[src/inc/uart_line_defines.svh]
// offsets, field positions, reset values and counts of the quad serial line
`ifndef UART_LINE_DEFINES_SVH
`define UART_LINE_DEFINES_SVH
// register word indexes inside one channel window (byte address = 4 * index)
`define IDX_DATA    4'h0
`define IDX_IER     4'h1
`define IDX_ISR     4'h2
`define IDX_LCR     4'h3
`define IDX_MCR     4'h4
`define IDX_LSR     4'h5
`define IDX_MSR     4'h6
`define IDX_SPR     4'h7
`define IDX_DIV     4'h8
// address fields: channel_select_addr and register index
`define ADDR_CH_HI  7
`define ADDR_CH_LO  6
`define ADDR_IX_HI  5
`define ADDR_IX_LO  2
// modem_control_reg bits
`define MCR_DTR     0
`define MCR_RTS     1
`define MCR_INTEN   3
`define MCR_LOOP    4
// interrupt enable bits
`define IER_RX      0
`define IER_THRE    1
`define IER_LS      2
`define IER_MS      3
// reset values
`define IER_RST     8'h00
`define LCR_RST     8'h03
`define MCR_RST     8'h00
`define DIV_RST     16'h0001
// interrupt status codes, highest priority first
`define ISR_LS      4'h6
`define ISR_RX      4'h4
`define ISR_THRE    4'h2
`define ISR_MS      4'h0
`define ISR_NONE    4'h1
// oversampling: sixteen ticks per bit, start checked at mid bit
`define TICK_LAST   4'hF
`define TICK_MID    4'h7
`endif

[src/inc/uart_line_pkg.sv]
// types shared by the quad serial line block
`default_nettype none
package uart_line_pkg;
	typedef logic [7:0] byte_t;
	typedef enum logic [2:0] {
		TX_IDLE  = 3'b000,
		TX_START = 3'b001,
		TX_DATA  = 3'b010,
		TX_PAR   = 3'b011,
		TX_STOP  = 3'b100
	} tx_state_e;
	typedef enum logic [2:0] {
		RX_IDLE  = 3'b000,
		RX_START = 3'b001,
		RX_DATA  = 3'b010,
		RX_PAR   = 3'b011,
		RX_STOP  = 3'b100
	} rx_state_e;
endpackage
`default_nettype wire

[src/inc/chan_if.sv]
// signals between the register side and one serial channel core
`default_nettype none
interface chan_if;
	import uart_line_pkg::*;
	logic [15:0] div;
	logic [1:0]  word_len;
	logic        two_stop;
	logic        par_en;
	logic        par_even;
	byte_t       tx_data;
	logic        tx_load;
	logic        tx_hold_empty;
	logic        tx_empty;
	logic        tx_serial;
	logic        rx_serial;
	byte_t       rx_data;
	logic        rx_done;
	logic        rx_par_err;
	logic        rx_frm_err;
	modport core (input div, word_len, two_stop, par_en, par_even, tx_data,
		tx_load, rx_serial, output tx_hold_empty, tx_empty, tx_serial,
		rx_data, rx_done, rx_par_err, rx_frm_err);
	modport regs (output div, word_len, two_stop, par_en, par_even, tx_data,
		tx_load, rx_serial, input tx_hold_empty, tx_empty, tx_serial,
		rx_data, rx_done, rx_par_err, rx_frm_err);
endinterface
`default_nettype wire

[src/rtl/uart_channel_core.sv]
// one serial channel: baud divider, framing transmitter and receiver
`include "uart_line_defines.svh"
`default_nettype none
module uart_channel_core
(
	input  wire logic sys_clk_in,
	input  wire logic sys_rst_in,
	chan_if.core      ch
);
	import uart_line_pkg::*;

	// parity of the active data bits, even or odd
	function automatic logic par_of(input byte_t d, input logic [1:0] wl,
		input logic even);
		byte_t m;
		m = d & (8'hFF >> (2'd3 - wl));
		return even ? ^m : ~^m;
	endfunction

	logic [15:0] bcnt_r;
	logic        tick;
	tx_state_e   tst_r;
	rx_state_e   rxs_r;
	byte_t       hold_r;
	byte_t       tsh_r;
	byte_t       rsh_r;
	byte_t       rdat_r;
	logic        hold_full_r;
	logic        txd_r;
	logic        tpar_r;
	logic        tstop2_r;
	logic        rpar_r;
	logic        done_r;
	logic        perr_r;
	logic        ferr_r;
	logic [3:0]  tsub_r;
	logic [3:0]  rsub_r;
	logic [2:0]  tbit_r;
	logic [2:0]  rbit_r;
	logic [2:0]  last_bit;
	logic        tend;
	logic        rend;
	logic        rmid;
	byte_t       rx_al;

	// ----------------------------------------
	// sixteen-times bit rate enable
	// ----------------------------------------
	assign tick     = (bcnt_r <= 16'h0001);
	assign last_bit = {1'b0, ch.word_len} + 3'd4;
	assign tend     = tick && (tsub_r == `TICK_LAST);
	assign rend     = tick && (rsub_r == `TICK_LAST);
	assign rmid     = tick && (rsub_r == `TICK_MID);
	assign rx_al    = rsh_r >> (2'd3 - ch.word_len);

	// reload the divider each tick
	always_ff @(posedge sys_clk_in or posedge sys_rst_in)
		if (sys_rst_in)
			bcnt_r <= `DIV_RST;
		else
			bcnt_r <= tick ? ch.div : bcnt_r - 16'h0001;

	// ----------------------------------------
	// transmitter
	// ----------------------------------------
	assign ch.tx_hold_empty = !hold_full_r;
	assign ch.tx_empty      = !hold_full_r && (tst_r == TX_IDLE);
	assign ch.tx_serial     = txd_r;

	// holding register: a new load wins over the move to the shifter
	always_ff @(posedge sys_clk_in or posedge sys_rst_in)
		if (sys_rst_in)
		begin
			hold_r      <= 8'h00;
			hold_full_r <= 1'b0;
		end
		else if (ch.tx_load)
		begin
			hold_r      <= ch.tx_data;
			hold_full_r <= 1'b1;
		end
		else if (tst_r == TX_IDLE)
			hold_full_r <= 1'b0;

	// tick count inside the current bit
	always_ff @(posedge sys_clk_in or posedge sys_rst_in)
		if (sys_rst_in)
			tsub_r <= 4'h0;
		else if (tst_r == TX_IDLE)
			tsub_r <= 4'h0;
		else if (tick)
			tsub_r <= tsub_r + 4'h1;

	// frame: start, data lsb first, parity, stop; line idles high
	always_ff @(posedge sys_clk_in or posedge sys_rst_in)
		if (sys_rst_in)
		begin
			tst_r    <= TX_IDLE;
			txd_r    <= 1'b1;
			tsh_r    <= 8'h00;
			tbit_r   <= 3'h0;
			tpar_r   <= 1'b0;
			tstop2_r <= 1'b0;
		end
		else
			case (tst_r)
				TX_IDLE:
					if (hold_full_r)
					begin
						tsh_r  <= hold_r;
						tpar_r <= par_of(hold_r, ch.word_len, ch.par_even);
						txd_r  <= 1'b0;
						tst_r  <= TX_START;
					end
				TX_START:
					if (tend)
					begin
						txd_r  <= tsh_r[0];
						tbit_r <= 3'h0;
						tst_r  <= TX_DATA;
					end
				TX_DATA:
					if (tend)
					begin
						tsh_r <= {1'b0, tsh_r[7:1]};
						if (tbit_r == last_bit)
						begin
							txd_r    <= ch.par_en ? tpar_r : 1'b1;
							tst_r    <= ch.par_en ? TX_PAR : TX_STOP;
							tstop2_r <= ch.two_stop;
						end
						else
						begin
							txd_r  <= tsh_r[1];
							tbit_r <= tbit_r + 3'h1;
						end
					end
				TX_PAR:
					if (tend)
					begin
						txd_r <= 1'b1;
						tst_r <= TX_STOP;
					end
				TX_STOP:
					if (tend)
					begin
						if (tstop2_r)
							tstop2_r <= 1'b0;
						else
							tst_r <= TX_IDLE;
					end
				default:
					tst_r <= TX_IDLE;
			endcase

	// ----------------------------------------
	// receiver
	// ----------------------------------------
	assign ch.rx_data    = rdat_r;
	assign ch.rx_done    = done_r;
	assign ch.rx_par_err = perr_r;
	assign ch.rx_frm_err = ferr_r;

	// tick count, realigned to mid bit once the start is confirmed
	always_ff @(posedge sys_clk_in or posedge sys_rst_in)
		if (sys_rst_in)
			rsub_r <= 4'h0;
		else if (rxs_r == RX_IDLE || (rxs_r == RX_START && rmid))
			rsub_r <= 4'h0;
		else if (tick)
			rsub_r <= rsub_r + 4'h1;

	// sample each bit at its middle, check parity and stop
	always_ff @(posedge sys_clk_in or posedge sys_rst_in)
		if (sys_rst_in)
		begin
			rxs_r  <= RX_IDLE;
			rsh_r  <= 8'h00;
			rbit_r <= 3'h0;
			rpar_r <= 1'b0;
			rdat_r <= 8'h00;
			done_r <= 1'b0;
			perr_r <= 1'b0;
			ferr_r <= 1'b0;
		end
		else
		begin
			done_r <= 1'b0;
			case (rxs_r)
				RX_IDLE:
					if (!ch.rx_serial && tick)
						rxs_r <= RX_START;
				RX_START:
					if (rmid)
					begin
						rbit_r <= 3'h0;
						rpar_r <= 1'b0;
						rxs_r  <= ch.rx_serial ? RX_IDLE : RX_DATA;
					end
				RX_DATA:
					if (rend)
					begin
						rsh_r <= {ch.rx_serial, rsh_r[7:1]};
						if (rbit_r == last_bit)
							rxs_r <= ch.par_en ? RX_PAR : RX_STOP;
						else
							rbit_r <= rbit_r + 3'h1;
					end
				RX_PAR:
					if (rend)
					begin
						rpar_r <= ch.rx_serial;
						rxs_r  <= RX_STOP;
					end
				RX_STOP:
					if (rend)
					begin
						rdat_r <= rx_al;
						ferr_r <= !ch.rx_serial;
						perr_r <= ch.par_en && (rpar_r !=
							par_of(rx_al, ch.word_len, ch.par_even));
						done_r <= 1'b1;
						rxs_r  <= RX_IDLE;
					end
				default:
					rxs_r <= RX_IDLE;
			endcase
		end
endmodule
`default_nettype wire

[src/rtl/quad_uart_line.sv]
// four serial channels with modem lines behind an apb register slave
// Notes on behaviour
// modem pulls carrier_detect_n low on a carrier.
// clear-to-send level readable in modem_status_reg bit 4.
// data-set-ready reported only; no effect on data flow.
// control bit 0 set drives terminal-ready low, clear drives high.
// ring_indicator_n rising to 1 raises a modem status interrupt.
// control bit 1 set drives request-to-send low; no data effect.
// request-to-send output is 1 after reset on every channel.
// far end idles its transmit line high.
// transmit output high in reset, idle and while transmitter off.
// loop-back ignores receive pin and feeds transmit data inward.
// transmitter serialises each character inside start and stop bits.
// optional parity bit added on transmit and checked on receive.
// style input plus control bit 3 choose gated or continuous irq.
// two host styles: chip-select and address-select.
// style input low decodes channel_select_addr to pick a channel.
// modem status shows each active-low input inverted.
// ring interrupt needs modem status interrupts enabled.
`include "uart_line_defines.svh"
`default_nettype none
module quad_uart_line
#(
	parameter int NCH = 4
)
(
	input  wire logic        sys_clk_in,
	input  wire logic        sys_rst_in,
	input  wire logic [7:0]  paddr_in,
	input  wire logic        psel_in,
	input  wire logic        penable_in,
	input  wire logic        pwrite_in,
	input  wire logic [31:0] pwdata_in,
	output logic      [31:0] prdata_out,
	output logic             pready_out,
	output logic             pslverr_out,
	input  wire logic        bus_style_in,
	input  wire logic [3:0]  chan_cs_n_in,
	input  wire logic        interrupt_style_select_in,
	input  wire logic [3:0]  rx_in,
	input  wire logic [3:0]  cts_n_in,
	input  wire logic [3:0]  dsr_n_in,
	input  wire logic [3:0]  carrier_detect_n_in,
	input  wire logic [3:0]  ring_indicator_n_in,
	output logic      [3:0]  tx_out,
	output logic      [3:0]  dtr_n_out,
	output logic      [3:0]  rts_n_out,
	output logic      [3:0]  irq_out,
	output logic             irq_n_out,
	output logic             irq_n_oe_out
);
	import uart_line_pkg::*;

	// first channel whose select is low
	function automatic logic [1:0] cs_chan(input logic [3:0] cs_n);
		logic [1:0] c;
		c = 2'h3;
		if (!cs_n[0])
			c = 2'h0;
		else if (!cs_n[1])
			c = 2'h1;
		else if (!cs_n[2])
			c = 2'h2;
		return c;
	endfunction

	// ----------------------------------------
	// pin synchronisers
	// ----------------------------------------
	logic [25:0] pin_raw;
	logic [25:0] pin_s1_r;
	logic [25:0] pin_s2_r;
	logic [3:0]  rx_s;
	logic [3:0]  cts_s;
	logic [3:0]  dsr_s;
	logic [3:0]  cd_s;
	logic [3:0]  ri_s;
	logic [3:0]  cs_n_s;
	logic        style_s;
	logic        isel_s;

	assign pin_raw = {interrupt_style_select_in, bus_style_in, chan_cs_n_in,
		ring_indicator_n_in, carrier_detect_n_in, dsr_n_in, cts_n_in, rx_in};
	assign {isel_s, style_s, cs_n_s, ri_s, cd_s, dsr_s, cts_s, rx_s} = pin_s2_r;

	// two flops per pin; idle lines reset high
	always_ff @(posedge sys_clk_in or posedge sys_rst_in)
		if (sys_rst_in)
		begin
			pin_s1_r <= 26'h3FFFFFF;
			pin_s2_r <= 26'h3FFFFFF;
		end
		else
		begin
			pin_s1_r <= pin_raw;
			pin_s2_r <= pin_s1_r;
		end

	// ----------------------------------------
	// apb decode
	// ----------------------------------------
	logic [1:0]  ch_sel;
	logic [3:0]  idx;
	logic        ch_ok;
	logic        idx_ok;
	logic        hit;
	logic        setup;
	logic        access;
	logic        wr_go;
	logic        rd_go;
	logic [31:0] prdata_r;
	logic [31:0] rd_val [NCH];
	logic [3:0]  pend_w;
	logic [3:0]  inten_w;
	logic [3:0]  irq_r;
	logic        irq_oe_r;

	// channel from select pins or from channel_select_addr
	assign ch_sel = style_s ? cs_chan(cs_n_s)
		: paddr_in[`ADDR_CH_HI:`ADDR_CH_LO];
	assign ch_ok  = !style_s || (cs_n_s != 4'hF);
	assign idx    = paddr_in[`ADDR_IX_HI:`ADDR_IX_LO];
	assign idx_ok = (idx <= `IDX_DIV);
	assign hit    = ch_ok && idx_ok;
	assign setup  = psel_in && !penable_in;
	assign access = psel_in && penable_in;
	assign wr_go  = access && pwrite_in && hit;
	assign rd_go  = access && !pwrite_in && hit;

	// zero-wait slave; unmapped access gets an error
	assign pready_out  = 1'b1;
	assign pslverr_out = access && !hit;
	assign prdata_out  = prdata_r;

	// read data captured in the setup cycle
	always_ff @(posedge sys_clk_in or posedge sys_rst_in)
		if (sys_rst_in)
			prdata_r <= 32'h0000_0000;
		else if (setup)
			prdata_r <= hit ? rd_val[ch_sel] : 32'h0000_0000;

	// ----------------------------------------
	// per channel registers and modem lines
	// ----------------------------------------
	for (genvar g = 0; g < NCH; g++)
	begin : g_ch
		chan_if cif();
		logic        wr;
		logic        rd;
		logic [7:0]  ier_r;
		logic [7:0]  lcr_r;
		logic [7:0]  mcr_r;
		logic [7:0]  spr_r;
		logic [7:0]  rhr_r;
		logic [15:0] div_r;
		logic        dr_r;
		logic        oe_r;
		logic        pe_r;
		logic        fe_r;
		logic [3:0]  lvl;
		logic [3:0]  lvl_prev_r;
		logic [3:0]  dmsr_r;
		logic [3:0]  ev;
		logic [7:0]  modem_status_reg;
		logic [7:0]  lsr;
		logic [3:0]  isr;
		logic        loop;

		assign wr   = wr_go && (ch_sel == 2'(g));
		assign rd   = rd_go && (ch_sel == 2'(g));
		assign loop = mcr_r[`MCR_LOOP];

		// core configuration and loop-back routing
		assign cif.div       = div_r;
		assign cif.word_len  = lcr_r[1:0];
		assign cif.two_stop  = lcr_r[2];
		assign cif.par_en    = lcr_r[3];
		assign cif.par_even  = lcr_r[4];
		assign cif.tx_data   = pwdata_in[7:0];
		assign cif.tx_load   = wr && (idx == `IDX_DATA);
		assign cif.rx_serial = loop ? cif.tx_serial : rx_s[g];
		assign tx_out[g]     = loop | cif.tx_serial;

		// modem outputs from control bits only, never from data flow
		assign dtr_n_out[g] = !mcr_r[`MCR_DTR];
		assign rts_n_out[g] = !mcr_r[`MCR_RTS];

		// asserted levels: cd, ri, dsr, cts; dsr feeds status only
		assign lvl = {!cd_s[g], !ri_s[g], !dsr_s[g], !cts_s[g]};
		// change events; ring counts only when the pin rises to 1
		assign ev  = {lvl[3] ^ lvl_prev_r[3], lvl_prev_r[2] & !lvl[2],
			lvl[1] ^ lvl_prev_r[1], lvl[0] ^ lvl_prev_r[0]};
		assign modem_status_reg = {lvl, dmsr_r};
		assign lsr = {1'b0, cif.tx_empty, cif.tx_hold_empty, 1'b0,
			fe_r, pe_r, oe_r, dr_r};

		// interrupt source by priority
		assign isr = (ier_r[`IER_LS] && (oe_r || pe_r || fe_r)) ? `ISR_LS
			: (ier_r[`IER_RX] && dr_r) ? `ISR_RX
			: (ier_r[`IER_THRE] && cif.tx_hold_empty) ? `ISR_THRE
			: (ier_r[`IER_MS] && (dmsr_r != 4'h0)) ? `ISR_MS
			: `ISR_NONE;
		assign pend_w[g]  = (isr != `ISR_NONE);
		assign inten_w[g] = mcr_r[`MCR_INTEN];

		// register read view
		assign rd_val[g] = (idx == `IDX_DATA) ? {24'h0, rhr_r}
			: (idx == `IDX_IER) ? {24'h0, ier_r}
			: (idx == `IDX_ISR) ? {28'h0, isr}
			: (idx == `IDX_LCR) ? {24'h0, lcr_r}
			: (idx == `IDX_MCR) ? {24'h0, mcr_r}
			: (idx == `IDX_LSR) ? {24'h0, lsr}
			: (idx == `IDX_MSR) ? {24'h0, modem_status_reg}
			: (idx == `IDX_SPR) ? {24'h0, spr_r}
			: {16'h0, div_r};

		// software written configuration
		always_ff @(posedge sys_clk_in or posedge sys_rst_in)
			if (sys_rst_in)
			begin
				ier_r <= `IER_RST;
				lcr_r <= `LCR_RST;
				mcr_r <= `MCR_RST;
				spr_r <= 8'h00;
				div_r <= `DIV_RST;
			end
			else if (wr)
			begin
				if (idx == `IDX_IER)
					ier_r <= {4'h0, pwdata_in[3:0]};
				else if (idx == `IDX_LCR)
					lcr_r <= pwdata_in[7:0];
				else if (idx == `IDX_MCR)
					mcr_r <= {3'h0, pwdata_in[4:0]};
				else if (idx == `IDX_SPR)
					spr_r <= pwdata_in[7:0];
				else if (idx == `IDX_DIV)
					div_r <= pwdata_in[15:0];
			end

		// line status: new events win over read clears
		always_ff @(posedge sys_clk_in or posedge sys_rst_in)
			if (sys_rst_in)
			begin
				rhr_r <= 8'h00;
				dr_r  <= 1'b0;
				oe_r  <= 1'b0;
				pe_r  <= 1'b0;
				fe_r  <= 1'b0;
			end
			else
			begin
				if (cif.rx_done)
					rhr_r <= cif.rx_data;
				dr_r <= cif.rx_done || (dr_r && !(rd && idx == `IDX_DATA));
				oe_r <= (cif.rx_done && dr_r && !(rd && idx == `IDX_DATA))
					|| (oe_r && !(rd && idx == `IDX_LSR && prdata_r[1]));
				pe_r <= (cif.rx_done && cif.rx_par_err)
					|| (pe_r && !(rd && idx == `IDX_LSR && prdata_r[2]));
				fe_r <= (cif.rx_done && cif.rx_frm_err)
					|| (fe_r && !(rd && idx == `IDX_LSR && prdata_r[3]));
			end

		// modem status deltas, cleared only where the read saw them
		always_ff @(posedge sys_clk_in or posedge sys_rst_in)
			if (sys_rst_in)
			begin
				lvl_prev_r <= 4'h0;
				dmsr_r     <= 4'h0;
			end
			else
			begin
				lvl_prev_r <= lvl;
				dmsr_r     <= ev | (dmsr_r &
					~((rd && idx == `IDX_MSR) ? prdata_r[3:0] : 4'h0));
			end

		uart_channel_core u_core
		(
			.sys_clk_in (sys_clk_in),
			.sys_rst_in (sys_rst_in),
			.ch         (cif.core)
		);
	end

	// ----------------------------------------
	// interrupt outputs
	// ----------------------------------------
	assign irq_out      = irq_r;
	assign irq_n_out    = 1'b0;
	assign irq_n_oe_out = irq_oe_r;

	// per-channel lines in select style, shared open drain otherwise
	always_ff @(posedge sys_clk_in or posedge sys_rst_in)
		if (sys_rst_in)
		begin
			irq_r    <= 4'h0;
			irq_oe_r <= 1'b0;
		end
		else
		begin
			irq_r    <= style_s ? (pend_w & (isel_s ? 4'hF : inten_w))
				: 4'h0;
			irq_oe_r <= !style_s && (pend_w != 4'h0);
		end
endmodule
`default_nettype wire

[config.mk]
export PLATFORM = sky130hd
export DESIGN_NAME = quad_uart_line
export DESIGN_NICKNAME = d
export VERILOG_FILES = /design/src/inc/uart_line_pkg.sv /design/src/inc/chan_if.sv /design/src/rtl/uart_channel_core.sv /design/src/rtl/quad_uart_line.sv
export VERILOG_INCLUDE_DIRS = /design/src /design/src/inc
export SDC_FILE = /design/constraint.sdc
export NUM_CORES = 2
export LEC_CHECK = 0
export BUFFER_PORTS_ARGS = -buffer_cell sky130_fd_sc_hd__buf_2
export CELL_PAD_IN_SITES_DETAIL_PLACEMENT = 1
export CELL_PAD_IN_SITES_GLOBAL_PLACEMENT = 2
export CORE_ASPECT_RATIO = 1.1
export CORE_MARGIN = 1
export CORE_UTILIZATION = 45
export CTS_BUF_LIST = sky130_fd_sc_hd__clkbuf_8
export DETAILED_ROUTE_END_ITERATION = 10
export PLACE_DENSITY = 0.88
export SYNTH_ARGS = -nofsm -noshare
export SYNTH_HDL_FRONTEND = slang
export SYNTH_HIERARCHICAL = 1
export SYNTH_SLANG_ARGS = --single-unit
[constraint.sdc]
create_clock -name sys_clk_in -period 28.4 [get_ports sys_clk_in]
set_input_delay 2.84 -clock sys_clk_in [delete_from_list [all_inputs] [get_ports sys_clk_in]]
set_output_delay 2.84 -clock sys_clk_in [all_outputs]
set_load 0.01 [all_outputs]
-- Word level (Yosys, flattened, before mapping)
Cells that the tools add are included.
- output and inout bits: 52
- input bits: 71
- logic and storage cells: 960
- register bits after elaboration: 637
- shift-type cells: 8
- multiplexer cells: 278
- bitwise operators: 46
- add/sub/neg operators: 28
- reduce and logical (&&, ||, !) cells: 333
- equality and inequality tests: 132
- order comparisons: 6
- operator list (cell ; number):
    $mux W16 ; 36
    $mux W3 ; 88
    $logic_and A1 B1 Y1 ; 121
    $pmux W3 S5 ; 8
    $mux W32 ; 3
    $mux W4 ; 22
    $ne A2 B1 Y1 const B ; 44
    $mux W1 ; 77
    $and A8 B8 Y8 ; 8
    $bmux W32 S2 ; 1
    $le A16 B1 Y1 const B ; 4
    $mux W8 ; 8
    $pmux W8 S2 ; 4
    $reduce_and A4 Y1 ; 16
    $reduce_bool A2 Y1 ; 32
    $reduce_xnor A8 Y1 ; 8
    $reduce_xor A8 Y1 ; 8
    $sub A16 B1 Y16 const B ; 4
    $logic_not A1 Y1 ; 52
    $eq A3 B2 Y1 const B ; 16
    $pmux W3 S2 ; 8
    $reduce_and A6 Y1 ; 8
    $reduce_and A5 Y1 ; 8
    $eq A4 B4 Y1 const B ; 9
    39 further kinds ; 238

-- Logic depth before layout (Yosys ltp)
- depth after elaboration: 13
- gate-level depth with buffers: 10
- mapped depth without buffers: 8

-- Modules after synthesis
Netlist, hierarchy kept.
- by module, submodules not included (module ; sequential area each (um^2) ; times used ; cells an instance ; area each (um^2)):
    quad_uart_line ; 8012.7 ; 1 ; 1267 ; 14747.9
    uart_channel_core (g_ch[0].u_core ...) ; 1904.3 ; 2 ; 414 ; 4202.8
    uart_channel_core (g_ch[2].u_core) ; 1904.3 ; 1 ; 409 ; 4080.2
    uart_channel_core (g_ch[3].u_core) ; 1904.3 ; 1 ; 411 ; 4070.2

-- Worst setup path after synthesis
No wires, ideal clock.
- kind: input-to-output
- from: in paddr_in[5]
- to: out pslverr_out
- cell stages on the path: 3
- data required time: 25.560 ns
- arrival time: 3.625 ns
- path buffers: 0
- setup slack: 21.935 ns
- path through: clkinv_1 o22ai_2 nor2b_1
- word-level cells in the longest chain between the ends: 4
- ends and longest elaborated chain (element ; line ; source):
    from (decl) ; quad_uart_line.sv:29 ; input wire logic [7:0] paddr_in,
    $le A4 B4 Y1 (no source line) ; n/a ;
    $logic_and A1 B1 Y1 ; quad_uart_line.sv:124 ; assign hit = ch_ok && idx_ok;
    $logic_not A1 Y1 ; quad_uart_line.sv:132 ; assign pslverr_out = access && !hit;
    $logic_and A1 B1 Y1 ; quad_uart_line.sv:132 ;
    to (decl) ; quad_uart_line.sv:36 ; output logic pslverr_out,
Every way passes these cells.

-- Final worst setup path
- from: in paddr_in[3]
- to: out pslverr_out
Same word-level chain as after synthesis.

==> results.toml <==
[power_and_ir_drop]
p_switching_mw = 0.6583
cellPowerDensity_nw_per_um2 = 63.74
swShare_pct = 29.84
ir_worst_vdd_v = 0.00003333
p_leak_nw = 15.20
clockPowerShare_pct = 38.6
p_int_mw = 1.548
comb_power_share_pct = 13.9
p_seq_share_pct = 47.6

[synth]
synth_cell_types = 105
ys_seq_area_share_pct = 49.93
synth_top_area_share_pct = 43.89
synth.area.top_cells = "dfrtp_1 44%, mux2_2 11%, dfstp_2 6.0%, nand2_1 3.7%, o21ai_0 3.2%"
synth_top_area_cell = "dfrtp_1"
synthArstFlopShare_pct = 100.0
synth_flop_cell = "dfrtp_1"
syn_inst = 2915
syn-cell-area_um2 = 31300
ys_warn_count = 6
syn_avg_cell_area_um2 = 10.74
synth_edf_count = 0
synth_seq_cells = 621

[layout]
layout-drive-gt1-share_pct = 25.21
seq_area_um2 = 15630
final_cells = 3994
layout_common_cells = "549 x dfrtp_1, 308 x nand2_1, 307 x mux2_2"
synthToLayoutAreaGrowth_pct = 10.55
final_common_cell = "dfrtp_1"
nNetsFinal = 3071
fillers = 7534
multiInputGateArea_um2 = 14510

[critical_path]
crit_path_start_kind = "primary input"
critPathCaptureType = "output pin"
required_ns = 25.56
worstPathMaxFanout = 59
worstSetupPathType = "in -> out"
cp_data_arrival_time_ns = 4.53

[clock_network]
cts_buffer_depth = 3
cts_setup_buffers = 0
numCtsBuffers = 105
clkSinkCount = 621
cts_tree = "built"
cts_root_buffer = "clkbuf_8"
clk_pin_slew_ns = 0.06
clk_latency_ns = 0.74
cts_resized = 0
htreeDepth = 3
cts-hold-fix-buffers = 0

[drt]
drt-initial-drc-count = 1955
drt_wl_total_um = 100500
vias_per_cell = 5.963
route.detailed.drc = 0
dr_total_vias = 23815
routedWlPerCell_um = 25.17
dr.pass1.iters = 5
detail-route-antenna-nets = 0

[sta]
period_share_pct = 25.97
rsz0062_at_grt = "false"
fin_skew_ns = 0.03847
fin_setup_tns_ns = 0
hold_viol = 0
relSlewSlack_pct = 22.97
maxSlewViolCount = 0
worst_pin_slew_ns = 1.126
setup_viol = 0
maxClockFrequency_ghz = 0.1356
period_minus_slack_ns = 7.375

[grt]
grt-ovfl-total = 0
antenna_found_initial = 2
grtUsageTotal_pct = 29.16
grt_start_max_net_pins = 101
grt_pass1_wl_um = 157300
grt_pass1_vias = 26131

[floorplanning]
rows = 101
die_x_um = 253.5
core_area_um2 = 68870
start_util_pct = 45.45
die_y_um = 278.6
design.die.area_um2 = 70620
pin_count = 123

[placement]
placedCellCount = 3796
port_buffers = 86
gp_routability_congestion = 0.9464
hpwl_um = 69110

[run_status]
status = "finished clean"

[flow_run]
drv_cap = 0

[min_path]
min_path_type = "reg -> reg"
power by group through the flow:
stage	clock, mW	combinational [mW]	sequential, mW
6_report	0.851	0.306	1.05
5_1_grt	0.910	0.339	1.06
4_1_cts	0.874	0.306	1.05
3_5_place_dp	0	0.303	1.06
3_3_place_gp	0	0.289	1.05
2_1_floorplan	0	0.227	1.03
final cells by class:
cell class | count | share of cell area (%)
antenna | 1 | 0.007231
clock buffer | 143 | 5.687
clock inverter | 54 | 0.8641
inverter | 94 | 1.077
multi-input combinational | 2037 | 41.93
sequential | 621 | 45.16
tap | 927 | 3.352
timing repair buffer | 117 | 1.916
cells in the mapped netlist, types with 13 or more instances:
library cell,count
o31ai_1,19
nor4_1,14
o211ai_1,31
o221ai_1,17
a22o_1,14
mux2i_1,49
mux2_1,13
buf_2,27
nor2_1,173
nand2b_1,36
nand3_1,65
xor2_1,46
dfstp_2,72
xnor2_1,107
clkbuf_1,106
o21ai_0,202
or3_1,19
mux2_2,307
nor3_1,59
ha_1,24
a21oi_1,112
o22ai_1,17
nand2_1,308
dfrtp_1,549
a31oi_1,27
mux4_2,14
or2_2,21
buf_4,23
nor2b_1,19
inv_1,91
a22oi_1,21
cells by family (layout without fill, tap and decap cells):
kind of cell / after synthesis / in the layout / synth area share (%)
AO/OA/AOI/OAI: 623 / 623 / 12.98
buffers and inverters: 273 / 408 / 3.957
multiplexers: 384 / 384 / 14.13
XOR/XNOR: 159 / 159 / 4.720
AND/OR/NAND/NOR: 829 / 829 / 13.30
adder cells (fa/ha/maj): 24 / 24 / 0.9593
flip-flops: 621 / 621 / 49.93
other: 2 / 19 / 0.02399
metal layers:
metal  track usage [%]  vias to the layer above  routed length [um]
met1             37.45                    12325               42240
li1                  -                    10511                   -
met3             4.214                      272                4548
met2             46.93                      707               47980
met4             16.95                        0                5762
met5                 0                        -                   0
worst paths after layout:
path                              start                    end  slack [ns]  cells after the start
max in group asynchronous    sys_rst_in  g_ch[0].lvl_prev_r[2]       23.77                      4
setup / recovery            paddr_in[3]            pslverr_out       21.03                      6
setup reg to reg           pin_s2_r[24]     g_ch[3].cif.div[6]       24.76                      6
min in group asynchronous    sys_rst_in           g_ch[1].oe_r        2.36                      2
hold / removal             pin_s1_r[11]           pin_s2_r[11]        0.35                      0
hold reg to reg            pin_s1_r[11]           pin_s2_r[11]        0.35                      0
sequential cells by signal, summed over array words and instances, names as in the netlist, 32 cells and up:
register / flops
g_ch.cif.div: 64
g_ch.u_core/rsh_r: 32
g_ch.u_core/hold_r: 32
g_ch.rhr_r: 32
g_ch.spr_r: 32
g_ch.u_core/bcnt_r: 64
g_ch.lcr_r: 32
g_ch.u_core/tsh_r: 32
g_ch.u_core/ch.rx_data: 32
per-stage QoR:
stage                     total power, mW  hold WS (ns)  instance area (um^2)  setup WS, ns  utilization [%]
after floorplan                     1.260        0.3452                 31360         16.89                -
after global placement              1.343        0.3461                 32340         21.09            46.95
after detailed placement            1.365        0.3470                 32340         21.06            46.95
after CTS                           2.228        0.3557                 34600         21.06            50.24
after global routing                2.307        0.3579                 34610         20.99            50.25
final                               2.206        0.3547                 34610         21.03            50.25
critical path: stages:
cell	delay, ns
buf_2	0.08
buf_4	0.62
nor3_4	0.15
o22ai_2	0.46
nor2b_1	0.20
buf_2	0.15
Note: power is estimated with default switching activity, not from simulation.
